[config.mk]
export PLATFORM = sky130hd
export DESIGN_NAME = tpw_timer
export DESIGN_NICKNAME = d
export VERILOG_FILES = /design/src/logic/tpw_pkg.sv /design/src/logic/tpw_timer.sv
export VERILOG_INCLUDE_DIRS = /design/src /design/src/logic
export SDC_FILE = /design/constraint.sdc
export NUM_CORES = 1
export LEC_CHECK = 0
export BUFFER_PORTS_ARGS = -buffer_cell sky130_fd_sc_hd__buf_2
export CORE_ASPECT_RATIO = 2
export CORE_MARGIN = 4
export CORE_UTILIZATION = 51
export CTS_CLUSTER_SIZE = 40
export DETAILED_ROUTE_END_ITERATION = 7
export HOLD_SLACK_MARGIN = 0.03
export PLACE_DENSITY = 0.76
export SLEW_MARGIN = 25
export SYNTH_ARGS = -nofsm -noshare
export SYNTH_HDL_FRONTEND = slang
export SYNTH_SLANG_ARGS = --single-unit
[constraint.sdc]
create_clock -name clock -period 3.3 [get_ports clock]
set_clock_uncertainty 0.2 [all_clocks]
set_input_delay 0.33 -clock clock [delete_from_list [all_inputs] [get_ports clock]]
set_output_delay 0.33 -clock clock [all_outputs]
set_load 0.03 [all_outputs]
[src/logic/tpw_consts.svh]
// Named constants for the 8-bit PWM timer block.
`ifndef TPW_CONSTS_SVH
`define TPW_CONSTS_SVH
`define TPW_BOTTOM 8'h00
`define TPW_MAX 8'hFF
`define TPW_WGM_PC_FIX 3'h1
`define TPW_WGM_FAST_FIX 3'h3
`define TPW_WGM_PC_OCRA 3'h5
`define TPW_WGM_FAST_OCRA 3'h7
`define TPW_COM_OFF 2'h0
`define TPW_COM_TOGGLE 2'h1
`define TPW_COM_NONINV 2'h2
`define TPW_COM_INV 2'h3
`define TPW_CS_STOP 3'h0
`define TPW_CS_DIV1 3'h1
`define TPW_CS_DIV8 3'h2
`define TPW_CS_DIV32 3'h3
`define TPW_CS_DIV64 3'h4
`define TPW_CS_DIV128 3'h5
`define TPW_CS_DIV256 3'h6
`define TPW_CS_DIV1024 3'h7
`define TPW_PRE_MAX 10'h3FF
`define TPW_PRE_8 10'h007
`define TPW_PRE_32 10'h01F
`define TPW_PRE_64 10'h03F
`define TPW_PRE_128 10'h07F
`define TPW_PRE_256 10'h0FF
`define TPW_ADDR_CTRL 12'h000
`define TPW_ADDR_CNT 12'h004
`define TPW_ADDR_OCRA 12'h008
`define TPW_ADDR_OCRB 12'h00C
`define TPW_ADDR_STAT 12'h010
`define TPW_ADDR_PORT 12'h014
`define TPW_F_WGM_LO 0
`define TPW_F_CS_LO 4
`define TPW_F_COMA_LO 8
`define TPW_F_COMB_LO 10
`define TPW_F_ASYNC 12
`define TPW_F_TOV 0
`define TPW_F_OCFA 1
`define TPW_F_OCFB 2
`define TPW_F_DIR_A 0
`define TPW_F_DIR_B 1
`define TPW_F_PORT_A 2
`define TPW_F_PORT_B 3
`endif

[src/logic/tpw_pkg.sv]
// Types shared by the 8-bit PWM timer block.
package tpw_pkg;
    typedef enum logic [0:0] {
        TPW_UP = 1'b0,
        TPW_DOWN = 1'b1
    } tpw_dir_e;

    typedef struct packed {
        logic [2:0] wgm;
        logic [2:0] cs;
        logic [1:0] com_a;
        logic [1:0] com_b;
        logic async_sel;
    } tpw_ctrl_s;

    typedef struct packed {
        logic dir_a;
        logic dir_b;
        logic port_a;
        logic port_b;
    } tpw_port_s;
endpackage

[src/logic/tpw_timer.sv]
// 8-bit timer with fast and phase-correct PWM on two compare channels.
`timescale 1ns/10ps
`include "tpw_consts.svh"

// How it works
// - Mode select 3 or 7 runs single-slope fast PWM.
// - Fast PWM top is 0xFF in mode 3, compare A in mode 7.
// - Fast PWM counts up to top, clears on the next tick.
// - Fast non-inverting clears on match, sets at top to bottom.
// - Output mode two is non-inverted, three is inverted PWM.
// - Fast PWM sets the overflow flag on the tick that wraps the counter from top to bottom.
// - Fast PWM with top 0xFF repeats every 256 ticks.
// - Tick prescaler divides by 1, 8, 32, 64, 128, 256 or 1024.
// - Compare A at bottom gives a spike, at max a constant level.
// - Fast PWM output mode 1 toggles on each compare A match.
// - Compare values are double buffered, updated at the top.
// - Mode select 1 or 5 runs dual-slope phase-correct PWM.
// - Phase-correct counter stays at top for exactly one tick.
// - Phase-correct non-inverting clears on up-match, sets on down-match.
// - Phase-correct sets the overflow flag on reaching bottom.
// - Phase-correct with top 0xFF repeats every 510 ticks.
// - Phase-correct non-inverting compare at bottom holds low, at max holds high.
// - Phase-correct output at max equals the down-counting match result.
// - A missed up-match still gives the symmetric transition at bottom.
// - The compare output drives the pin only when direction is output.
// - The tick enables the clock, or the oscillator replaces it.
// - Output mode 0 does nothing and leaves normal port control.
// - A software counter write blocks matches for the next tick.
module tpw_timer (
    input wire logic clock,
    input wire logic rst_b,
    input wire logic osc_clk,
    input wire logic psel,
    input wire logic penable,
    input wire logic pwrite,
    input wire logic [11:0] paddr,
    input wire logic [31:0] pwdata,
    output logic [31:0] prdata,
    output logic pready,
    output logic pslverr,
    output logic compare_output_a_pin,
    output logic compare_output_a_oe_b,
    output logic compare_output_b_pin,
    output logic compare_output_b_oe_b
);
    tpw_pkg::tpw_ctrl_s ctrl;
    tpw_pkg::tpw_port_s port;
    tpw_pkg::tpw_dir_e dir;
    logic [7:0] counter_value;
    logic [7:0] compare_value_a;
    logic [7:0] compare_value_b;
    logic [7:0] compare_buf_a;
    logic [7:0] compare_buf_b;
    logic compare_output_a;
    logic compare_output_b;
    logic overflow_flag;
    logic compare_a_flag;
    logic compare_b_flag;
    logic [9:0] prescale;
    logic osc_s1;
    logic osc_s2;
    logic osc_s3;
    logic timer_tick;
    logic block_match;
    logic wr_en;
    logic rd_en;
    logic cnt_wr;
    logic is_fast;
    logic is_pc;
    logic [7:0] top;
    logic match_a;
    logic match_b;
    logic [7:0] next_count;
    tpw_pkg::tpw_dir_e next_dir;

    // ***********************************************************
    // Register bus
    // ***********************************************************
    assign pready = 1'b1;
    assign wr_en = psel && penable && pwrite;
    // Read data is captured in the setup cycle, so a flop holds it steady
    // through the access phase while pready is high.
    assign rd_en = psel && !penable && !pwrite;
    assign cnt_wr = wr_en && paddr == `TPW_ADDR_CNT;

    function automatic logic known_addr(input logic [11:0] a);
        known_addr = a == `TPW_ADDR_CTRL || a == `TPW_ADDR_CNT ||
            a == `TPW_ADDR_OCRA || a == `TPW_ADDR_OCRB ||
            a == `TPW_ADDR_STAT || a == `TPW_ADDR_PORT;
    endfunction

    assign pslverr = psel && penable && !known_addr(paddr);

    always_ff @(posedge clock or negedge rst_b) begin
        if (!rst_b) begin
            ctrl <= '0;
            port <= '0;
            compare_buf_a <= `TPW_BOTTOM;
            compare_buf_b <= `TPW_BOTTOM;
        end else if (wr_en) begin
            unique case (paddr)
                `TPW_ADDR_CTRL: begin
                    ctrl.wgm <= pwdata[`TPW_F_WGM_LO +: 3];
                    ctrl.cs <= pwdata[`TPW_F_CS_LO +: 3];
                    ctrl.com_a <= pwdata[`TPW_F_COMA_LO +: 2];
                    ctrl.com_b <= pwdata[`TPW_F_COMB_LO +: 2];
                    ctrl.async_sel <= pwdata[`TPW_F_ASYNC];
                end
                `TPW_ADDR_OCRA: compare_buf_a <= pwdata[7:0];
                `TPW_ADDR_OCRB: compare_buf_b <= pwdata[7:0];
                `TPW_ADDR_PORT: begin
                    port.dir_a <= pwdata[`TPW_F_DIR_A];
                    port.dir_b <= pwdata[`TPW_F_DIR_B];
                    port.port_a <= pwdata[`TPW_F_PORT_A];
                    port.port_b <= pwdata[`TPW_F_PORT_B];
                end
                default: ;
            endcase
        end
    end

    always_ff @(posedge clock or negedge rst_b) begin
        if (!rst_b) begin
            prdata <= '0;
        end else if (rd_en) begin
            prdata <= '0;
            unique case (paddr)
                `TPW_ADDR_CTRL: begin
                    prdata[`TPW_F_WGM_LO +: 3] <= ctrl.wgm;
                    prdata[`TPW_F_CS_LO +: 3] <= ctrl.cs;
                    prdata[`TPW_F_COMA_LO +: 2] <= ctrl.com_a;
                    prdata[`TPW_F_COMB_LO +: 2] <= ctrl.com_b;
                    prdata[`TPW_F_ASYNC] <= ctrl.async_sel;
                end
                `TPW_ADDR_CNT: prdata[7:0] <= counter_value;
                `TPW_ADDR_OCRA: prdata[7:0] <= compare_buf_a;
                `TPW_ADDR_OCRB: prdata[7:0] <= compare_buf_b;
                `TPW_ADDR_STAT: begin
                    prdata[`TPW_F_TOV] <= overflow_flag;
                    prdata[`TPW_F_OCFA] <= compare_a_flag;
                    prdata[`TPW_F_OCFB] <= compare_b_flag;
                end
                `TPW_ADDR_PORT: begin
                    prdata[`TPW_F_DIR_A] <= port.dir_a;
                    prdata[`TPW_F_DIR_B] <= port.dir_b;
                    prdata[`TPW_F_PORT_A] <= port.port_a;
                    prdata[`TPW_F_PORT_B] <= port.port_b;
                end
                default: ;
            endcase
        end
    end

    // ***********************************************************
    // Timer tick
    // ***********************************************************
    // The oscillator is sampled into the clock domain and its rising edge
    // becomes the tick, so the block stays on one clock. The oscillator
    // must run below a quarter of the clock rate.
    always_ff @(posedge clock or negedge rst_b) begin
        if (!rst_b) begin
            osc_s1 <= 1'b0;
            osc_s2 <= 1'b0;
            osc_s3 <= 1'b0;
        end else begin
            osc_s1 <= osc_clk;
            osc_s2 <= osc_s1;
            osc_s3 <= osc_s2;
        end
    end

    always_ff @(posedge clock or negedge rst_b) begin
        if (!rst_b) begin
            prescale <= '0;
        end else if (ctrl.cs == `TPW_CS_STOP) begin
            prescale <= '0;
        end else if (!ctrl.async_sel || (osc_s2 && !osc_s3)) begin
            prescale <= prescale + 10'h001;
        end
    end

    function automatic logic tick_of(input logic [2:0] cs,
                                     input logic [9:0] p);
        unique case (cs)
            `TPW_CS_STOP: tick_of = 1'b0;
            `TPW_CS_DIV1: tick_of = 1'b1;
            `TPW_CS_DIV8: tick_of = (p & `TPW_PRE_8) == `TPW_PRE_8;
            `TPW_CS_DIV32: tick_of = (p & `TPW_PRE_32) == `TPW_PRE_32;
            `TPW_CS_DIV64: tick_of = (p & `TPW_PRE_64) == `TPW_PRE_64;
            `TPW_CS_DIV128: tick_of = (p & `TPW_PRE_128) == `TPW_PRE_128;
            `TPW_CS_DIV256: tick_of = (p & `TPW_PRE_256) == `TPW_PRE_256;
            `TPW_CS_DIV1024: tick_of = p == `TPW_PRE_MAX;
        endcase
    endfunction

    assign timer_tick = tick_of(ctrl.cs, prescale) &&
        (!ctrl.async_sel || (osc_s2 && !osc_s3));

    // ***********************************************************
    // Counter
    // ***********************************************************
    assign is_fast = ctrl.wgm == `TPW_WGM_FAST_FIX ||
        ctrl.wgm == `TPW_WGM_FAST_OCRA;
    assign is_pc = ctrl.wgm == `TPW_WGM_PC_FIX ||
        ctrl.wgm == `TPW_WGM_PC_OCRA;
    assign top = (ctrl.wgm == `TPW_WGM_FAST_OCRA ||
        ctrl.wgm == `TPW_WGM_PC_OCRA) ? compare_value_a : `TPW_MAX;

    always_comb begin
        next_count = counter_value + 8'h01;
        next_dir = dir;
        if (is_fast) begin
            next_dir = tpw_pkg::TPW_UP;
            if (counter_value == top) begin
                next_count = `TPW_BOTTOM;
            end
        end else if (is_pc) begin
            if (dir == tpw_pkg::TPW_UP && counter_value >= top) begin
                next_dir = tpw_pkg::TPW_DOWN;
                next_count = counter_value - 8'h01;
            end else if (dir == tpw_pkg::TPW_DOWN) begin
                if (counter_value == `TPW_BOTTOM) begin
                    next_dir = tpw_pkg::TPW_UP;
                end else begin
                    next_count = counter_value - 8'h01;
                end
            end
        end
    end

    always_ff @(posedge clock or negedge rst_b) begin
        if (!rst_b) begin
            counter_value <= `TPW_BOTTOM;
            dir <= tpw_pkg::TPW_UP;
        end else if (cnt_wr) begin
            counter_value <= pwdata[7:0];
        end else if (timer_tick) begin
            counter_value <= next_count;
            dir <= next_dir;
        end
    end

    // A counter write arms the blocker until the next tick has passed.
    always_ff @(posedge clock or negedge rst_b) begin
        if (!rst_b) begin
            block_match <= 1'b0;
        end else if (cnt_wr) begin
            block_match <= 1'b1;
        end else if (timer_tick) begin
            block_match <= 1'b0;
        end
    end

    // Buffered values load at top in fast PWM and at top in phase-correct.
    always_ff @(posedge clock or negedge rst_b) begin
        if (!rst_b) begin
            compare_value_a <= `TPW_BOTTOM;
            compare_value_b <= `TPW_BOTTOM;
        end else if (!(is_fast || is_pc) ||
                     (timer_tick && counter_value == top &&
                      dir == tpw_pkg::TPW_UP)) begin
            compare_value_a <= compare_buf_a;
            compare_value_b <= compare_buf_b;
        end
    end

    assign match_a = counter_value == compare_value_a && !block_match;
    assign match_b = counter_value == compare_value_b && !block_match;

    // ***********************************************************
    // Flags
    // ***********************************************************
    // Writing a one to a status bit clears it; a new event the same cycle
    // wins over the clear.
    always_ff @(posedge clock or negedge rst_b) begin
        if (!rst_b) begin
            overflow_flag <= 1'b0;
        end else if (timer_tick && ((is_fast && counter_value == top) ||
                     (is_pc && dir == tpw_pkg::TPW_DOWN &&
                      counter_value == `TPW_BOTTOM + 8'h01))) begin
            overflow_flag <= 1'b1;
        end else if (wr_en && paddr == `TPW_ADDR_STAT &&
                     pwdata[`TPW_F_TOV]) begin
            overflow_flag <= 1'b0;
        end
    end

    always_ff @(posedge clock or negedge rst_b) begin
        if (!rst_b) begin
            compare_a_flag <= 1'b0;
            compare_b_flag <= 1'b0;
        end else begin
            if (timer_tick && match_a) begin
                compare_a_flag <= 1'b1;
            end else if (wr_en && paddr == `TPW_ADDR_STAT &&
                         pwdata[`TPW_F_OCFA]) begin
                compare_a_flag <= 1'b0;
            end
            if (timer_tick && match_b) begin
                compare_b_flag <= 1'b1;
            end else if (wr_en && paddr == `TPW_ADDR_STAT &&
                         pwdata[`TPW_F_OCFB]) begin
                compare_b_flag <= 1'b0;
            end
        end
    end

    // ***********************************************************
    // Waveform
    // ***********************************************************
    // Returns the new compare output for one channel on a tick.
    function automatic logic wave(input logic cur, input logic [1:0] com,
                                  input logic match, input logic chan_a,
                                  input logic fast, input logic pc,
                                  input logic at_top, input logic down,
                                  input logic at_bottom,
                                  input logic cmp_max);
        logic inv;
        inv = com == `TPW_COM_INV;
        wave = cur;
        if (com == `TPW_COM_OFF) begin
            wave = cur;
        end else if (com == `TPW_COM_TOGGLE) begin
            if (fast && chan_a && match) begin
                wave = !cur;
            end
        end else if (fast) begin
            if (at_top) begin
                wave = !inv;
            end
            if (match && !(at_top && cmp_max)) begin
                wave = inv;
            end
        end else if (pc) begin
            if (match) begin
                wave = down ? !inv : inv;
            end else if (at_bottom && cmp_max) begin
                wave = inv;
            end else if (at_bottom) begin
                wave = !inv;
            end
        end
    endfunction

    // The slope that follows the tick decides the match: at top a match acts
    // as a down-count match and at bottom as an up-count one, so the extreme
    // compare values give constant levels.
    always_ff @(posedge clock or negedge rst_b) begin
        if (!rst_b) begin
            compare_output_a <= 1'b0;
            compare_output_b <= 1'b0;
        end else if (timer_tick) begin
            compare_output_a <= wave(compare_output_a, ctrl.com_a, match_a,
                1'b1, is_fast, is_pc, counter_value == top,
                next_dir == tpw_pkg::TPW_DOWN,
                counter_value == `TPW_BOTTOM && dir == tpw_pkg::TPW_UP,
                compare_value_a == `TPW_MAX);
            compare_output_b <= wave(compare_output_b, ctrl.com_b, match_b,
                1'b0, is_fast, is_pc, counter_value == top,
                next_dir == tpw_pkg::TPW_DOWN,
                counter_value == `TPW_BOTTOM && dir == tpw_pkg::TPW_UP,
                compare_value_b == `TPW_MAX);
        end
    end

    // The output unit overrides the port latch when its mode is nonzero.
    always_ff @(posedge clock or negedge rst_b) begin
        if (!rst_b) begin
            compare_output_a_pin <= 1'b0;
            compare_output_b_pin <= 1'b0;
            compare_output_a_oe_b <= 1'b1;
            compare_output_b_oe_b <= 1'b1;
        end else begin
            compare_output_a_pin <= (ctrl.com_a != `TPW_COM_OFF) ?
                compare_output_a : port.port_a;
            compare_output_b_pin <= (ctrl.com_b != `TPW_COM_OFF) ?
                compare_output_b : port.port_b;
            compare_output_a_oe_b <= !port.dir_a;
            compare_output_b_oe_b <= !port.dir_b;
        end
    end

    // ***********************************************************
    // Checks
    // ***********************************************************
    a_fast_wrap: assert property (@(posedge clock) disable iff (!rst_b)
        timer_tick && is_fast && counter_value == top && !cnt_wr
        |=> counter_value == `TPW_BOTTOM)
        else $error("fast counter did not wrap after top");
    a_fast_ovf: assert property (@(posedge clock) disable iff (!rst_b)
        timer_tick && is_fast && counter_value == top |=> overflow_flag)
        else $error("overflow flag missed at top");
    a_pc_turn: assert property (@(posedge clock) disable iff (!rst_b)
        timer_tick && is_pc && dir == tpw_pkg::TPW_UP &&
        counter_value == top && !cnt_wr && top != `TPW_BOTTOM
        |=> dir == tpw_pkg::TPW_DOWN && counter_value == $past(top) - 8'h01)
        else $error("phase-correct did not turn at top");
    a_pc_ovf: assert property (@(posedge clock) disable iff (!rst_b)
        timer_tick && is_pc && dir == tpw_pkg::TPW_DOWN &&
        counter_value == 8'h01 && !cnt_wr
        |=> overflow_flag && counter_value == `TPW_BOTTOM)
        else $error("overflow flag missed at bottom");
    a_block_match: assert property (
        @(posedge clock) disable iff (!rst_b)
        cnt_wr |=> !match_a && !match_b)
        else $error("match not blocked after counter write");
    a_pin_dir: assert property (@(posedge clock) disable iff (!rst_b)
        $rose(port.dir_a) |=> !compare_output_a_oe_b)
        else $error("pin not enabled after direction set");
    a_stop_hold: assert property (@(posedge clock) disable iff (!rst_b)
        ctrl.cs == `TPW_CS_STOP && !cnt_wr && $stable(ctrl)
        |=> $stable(counter_value))
        else $error("counter moved while stopped");
    a_fast_clear: assert property (@(posedge clock) disable iff (!rst_b)
        timer_tick && is_fast && ctrl.com_a == `TPW_COM_NONINV && match_a &&
        counter_value != top |=> !compare_output_a)
        else $error("non-inverted output not cleared on match");
endmodule

* Word-level counts from Yosys, hierarchy flattened
Index checks and enable logic that the tools add are counted.
** Operators by class
- Add/subtract/negate cells :: 3
- Multiply operators :: 0
- Divide/modulo/power cells :: 0
- Order comparisons :: 1
- Eq/ne operators :: 35
- Shifts and indexed selects :: 0
- Mux-type cells :: 50
- Bitwise operators :: 5
- Reduce and logical (&&, ||, !) cells :: 80
** Operators with widths (count)
- $mux W8 :: 9
- $mux W1 :: 33
- $logic_and A1 B1 Y1 :: 31
- $eq A12 B4 Y1 const B :: 2
- $eq A12 B5 Y1 const B :: 2
- $eq A8 B8 Y1 :: 3
- $eq A8 B8 Y1 const B :: 3
- $eq A3 B3 Y1 const B :: 7
- $mux W10 :: 2
- $pmux W3 S6 :: 1
- $reduce_bool A2 Y1 :: 8
- $logic_not A1 Y1 :: 14
- $eq A12 B3 Y1 const B :: 1
- $logic_not A12 Y1 :: 1
- $logic_or A1 B1 Y1 :: 12
- $pmux W3 S4 :: 1
- $reduce_and A6 Y1 :: 2
- $add A10 B1 Y10 const B :: 1
- $eq A10 B10 Y1 const B :: 1
- $reduce_and A2 Y1 :: 5
- $eq A3 B2 Y1 const B :: 3
- $add A8 B1 Y8 const B :: 1
- $eq A8 B1 Y1 const B :: 1
- $ge A8 B8 Y1 :: 1
- 21 further kinds :: 29
** Word-level totals
- Register bits after elaboration :: 92
- Bits in latches :: 0
- Bits in writable memories :: 0
- Memory bits (read-only) :: 0
- Output and inout port bits :: 38
- Logic and storage cells :: 204
- Memories :: 0

* Depth between registers and ports, before layout
- Word-level depth :: 13
- Mapped depth :: 12
- Gate-level depth less buffers :: 10

* Worst setup path after synthesis
No wires, ideal clock.
- Path kind :: reg2reg
- Start :: register ctrl[8] (netlist bit)
- End :: register counter_value[7]
- Arrival time :: 2794 ps
- Path slack :: 180 ps
- Stages on the path, launching flop included :: 12
- Clock period less this slack :: 3120 ps
- Cell sequence :: dfrtp_1 -> buf_2 -> nand2_1 -> or2_2 -> ha_1 -> nand2b_1 -> a2111oi_0 -> o31ai_1 -> o211ai_2 -> buf_2 -> o211ai_1 -> o32a_1
** On the way
- Cells in the longest elaborated chain, start to end :: 10
- Elaborated cells between the ends (all ways) :: 17
- Classes of those cells :: order compare: 1; eq/ne: 5; mux: 7; reduce/logical: 4
** RTL lines
- start, declared :: RTL line tpw_timer.sv:46 : tpw_pkg::tpw_ctrl_s ctrl;
- $eq A3 B3 Y1 (no source line)
- $logic_or A1 B1 Y1 (no source line)
- $mux W8 (no source line)
- $ge A8 B8 Y1 :: RTL line tpw_timer.sv:218 : if (dir == tpw_pkg::TPW_UP && counter_value >= top) begin
- $logic_and A1 B1 Y1 :: RTL line tpw_timer.sv:218
- $mux W8 :: RTL line tpw_timer.sv:218
- $mux W8 :: RTL line tpw_timer.sv:217 : end else if (is_pc) begin
- $mux W8 * :: RTL line tpw_timer.sv:212 : if (is_fast) begin
- $mux W8 * :: RTL line tpw_timer.sv:237 : end else if (timer_tick) begin
- $mux W8 * :: RTL line tpw_timer.sv:235 : end else if (cnt_wr) begin
- end signal, assigned :: RTL line tpw_timer.sv:233 : counter_value <= `TPW_BOTTOM;
- end signal, assigned :: RTL line tpw_timer.sv:236 : counter_value <= pwdata[7:0];
- end signal, assigned :: RTL line tpw_timer.sv:238 : counter_value <= next_count;
- end, declared :: RTL line tpw_timer.sv:49 : logic [7:0] counter_value;
Mark *: on every way between the ends. The rest lies on a longest branch, timed or not. The select of a mux whose other input is x is not followed.
A chain may end at the register's enable or synchronous reset.

* Final worst setup path
- Start :: register compare_value_a[0]
- End :: register counter_value[6]
** On the way
- Cells in the longest elaborated chain, start to end :: 8
- Elaborated cells between the ends (all ways) :: 10
- Classes of those cells :: order compare: 1; eq/ne: 1; mux: 7; reduce/logical: 1
** RTL lines
- start, declared :: RTL line tpw_timer.sv:50 : logic [7:0] compare_value_a;
- start signal, assigned :: RTL line tpw_timer.sv:257 : compare_value_a <= `TPW_BOTTOM;
- start signal, assigned :: RTL line tpw_timer.sv:262 : compare_value_a <= compare_buf_a;
- $mux W8 (no source line) *
- $ge A8 B8 Y1 :: RTL line tpw_timer.sv:218
- $logic_and A1 B1 Y1 :: RTL line tpw_timer.sv:218
- $mux W8 :: RTL line tpw_timer.sv:218
- $mux W8 :: RTL line tpw_timer.sv:217
- $mux W8 * :: RTL line tpw_timer.sv:212
- $mux W8 * :: RTL line tpw_timer.sv:237
- $mux W8 * :: RTL line tpw_timer.sv:235
Marks and branches as above.

==> out/metrics.cfg <==
[timing]
drv_slew=0
finalCritPeriodShare_pct=93.9
setup_violations=0
fin_crit_ps=3100
rsz0062_at_grt=false
timing.fmax_mhz=323
relSlewSlack_pct=57.5
setup_tns_ps=0
tightest_slew_ps=636
hold_viol=0

[cells_and_area]
fillers=872
layout-drive-gt1-share_pct=26.2
areaGrowthSynthToFinish_pct=14.4
diodes=0
final_nets=634

[floorplanning]
num_rows=52
initial_core_util_pct=52.0
die_h_um=152
die-area_um2=12100
io_pins=88
core_um2=10100
die_w_um=79.9

[min_path]
hp-class=in -> reg

[global_routing]
grt_start_max_net_pins=36
grt_util_all_layers_pct=23.7
antenna_found_initial=0
grt_pass1_wl_um=22100
grt_pass1_vias=4301
grt-ovfl-total=0

[worst_setup_path]
max_stage_delay_ps=450
start_kind=flop
cp.arrival_ps=3150
path_buf_inv=0
path_cells=or2_2 -> ha_1 -> nand2b_1 -> a2111oi_2 -> o31ai_1 -> o211ai_2 -> nand2_1 -> or4_1 -> a31oi_1
cp-end-kind=flop
critPathTopFamily=simple AND/OR/NAND/NOR gates
crit_type=reg -> reg
cpMaxStageDelayCell=or4_1
crit_fanout=5
required_ps=3350

[drt]
num_vias=4125
routed_wl_um=13600
drc=0
wl_per_cell_um=19.1
vias_per_cell=5.83
ant_nets=0
drt_iter0_markers=389
firstDrtPassIters=4

[placed_design]
gp_congestion=0.926
portBuffers=48
place_hpwl_um=10400

[pwr]
p_per_area_nw_per_um2=392
leakage_uw=0.00287
irDropWorstVdd_v=0.000382
p_total_uw=2370

[synthesis]
syn-instance-count=510
seq_area_frac_synth_pct=43.7
syn_area_um2=5280
yosysUniqueCellTypes=65
async_reset_ff_share_pct=100
ys_ff_latch=92
synth_enable_flop_cells=0
ys_dominant_reg_cell=dfrtp_1
avgSynthCellArea_um2=10.4
yosys_warnings=0

[status]
outcome=finished, final reports clean

[clock_tree]
cts_tree=yes
root_buffer=clkbuf_16
numCtsBuffers=9
clk_pin_slew_ps=70
h-tree-depth=3
clockBufferDepth=2
clk_latency_ps=350
cts_setup_buffers=0
clock_sinks=92

[flow_run]
cap_violations=0

-- state kept, by name, summed over array words and instances (netlist names), 4 cells and up --
| name | count |
|---|---|
| prdata | 13 |
| ctrl | 11 |
| prescale | 10 |
| compare_buf_a | 8 |
| compare_buf_b | 8 |
| compare_value_a | 8 |
| compare_value_b | 8 |
| counter_value | 8 |
| port | 4 |
-- per-layer routing --
layer,share of wire [%],wire [um],global-route usage (%),vias to the layer above
li1,-,-,-,1913
met1,33,4540,24.7,2030
met2,56,7630,41.8,128
met3,4.2,573,4.50,54
met4,6.0,814,15.6,0
met5,0,0,0,-
-- Yosys cell counts, types with 12 or more instances --
master | instances | area share, %
dfrtp_1 | 90 | 43
nand2_1 | 45 | 3.2
nor2_1 | 45 | 3.2
mux2_2 | 39 | 8.3
a21oi_1 | 20 | 1.9
buf_4 | 20 | 2.8
clkbuf_1 | 19 | 1.4
xnor2_1 | 17 | 2.8
ha_1 | 15 | 3.6
nand4_1 | 14 | 1.7
o21ai_0 | 14 | 1.3
inv_1 | 12 | 0.85
-- power by group --
part	total, uW	internal [uW]	switching (uW)	leakage [uW]
sequential	1140	1130	4.97	0.00120
clock	1070	617	450	0.000149
combinational	165	51.3	113	0.00151
-- worst register-to-register path, delay by kind of cell, from the launching register on --
family,cells,cell delay (ps)
simple gates,4,1100
compound gates,4,1000
flops,1,420
fa+ha+maj,1,280
-- cell families after synthesis --
| kind of cell | synth area share [%] |
|---|---|
| compound gates | 12.1 |
| xor+xnor | 4.48 |
| fa+ha+maj | 3.56 |
| buf+inv | 5.76 |
| flops | 43.7 |
| mux | 15.2 |
| other cells | 0.142 |
| simple gates | 15.1 |
-- path summary, 6_finish.rpt --
path / startpoint / endpoint / slack, ps / depth (start not counted)
worst max-delay path: compare_value_a[0] / counter_value[6] / 200 / 9
worst min-delay path: pwdata[7] / counter_value[7] / 60 / 2
worst max register to register: compare_value_a[0] / counter_value[6] / 200 / 9
worst min register to register: osc_s1 / osc_s2 / 150 / 0
max in group asynchronous: rst_b / compare_output_b_oe_b / 1850 / 3
min in group asynchronous: rst_b / osc_s1 / 270 / 2
-- repair_timing --
| action | CTS | global route |
|---|---|---|
| hold endpoints to repair | 39 | 0 |
| gates resized for setup | 0 | 2 |
| hold buffers | 7 | 0 |
| setup endpoints to repair | 0 | 3 |
-- stage by stage --
stage / setup WS (ps) / std cells / area, um2 / hold slack [ps] / util [%]
finish: 202 / 708 / 6040 / 60.5 / 59.5
global route: 23.4 / 708 / 6040 / 67.8 / 59.5
CTS: 173 / 708 / 6030 / 55.2 / 59.5
detailed placement: 204 / 686 / 5660 / 105 / 55.7
global placement: 297 / 686 / 5660 / 103 / 55.7
floorplan: 180 / 528 / 5350 / -166 / -
-- final cells by class --
class | count | area, um2 | area share [%]
timing repair buffer | 76 | 470 | 7.79
tap | 135 | 169 | 2.80
clock inverter | 5 | 68.8 | 1.14
sequential | 92 | 2300 | 38.2
clock buffer | 10 | 239 | 3.96
multi-input combinational | 378 | 2740 | 45.4
inverter | 12 | 45.0 | 0.746
-- layout by cell type, fill, tap and decap left out, drive strengths merged, types with 14 or more instances in the layout --
master	synthesis	layout
a21oi	20	20
nand2	45	45
ha	15	15
mux2	49	49
inv	12	15
xnor2	17	17
nor2	45	45
buf	27	69
dfrtp	90	90
nand4	14	14
conb	2	20
o21ai	15	15
Power figures use the tool's default switching activity.
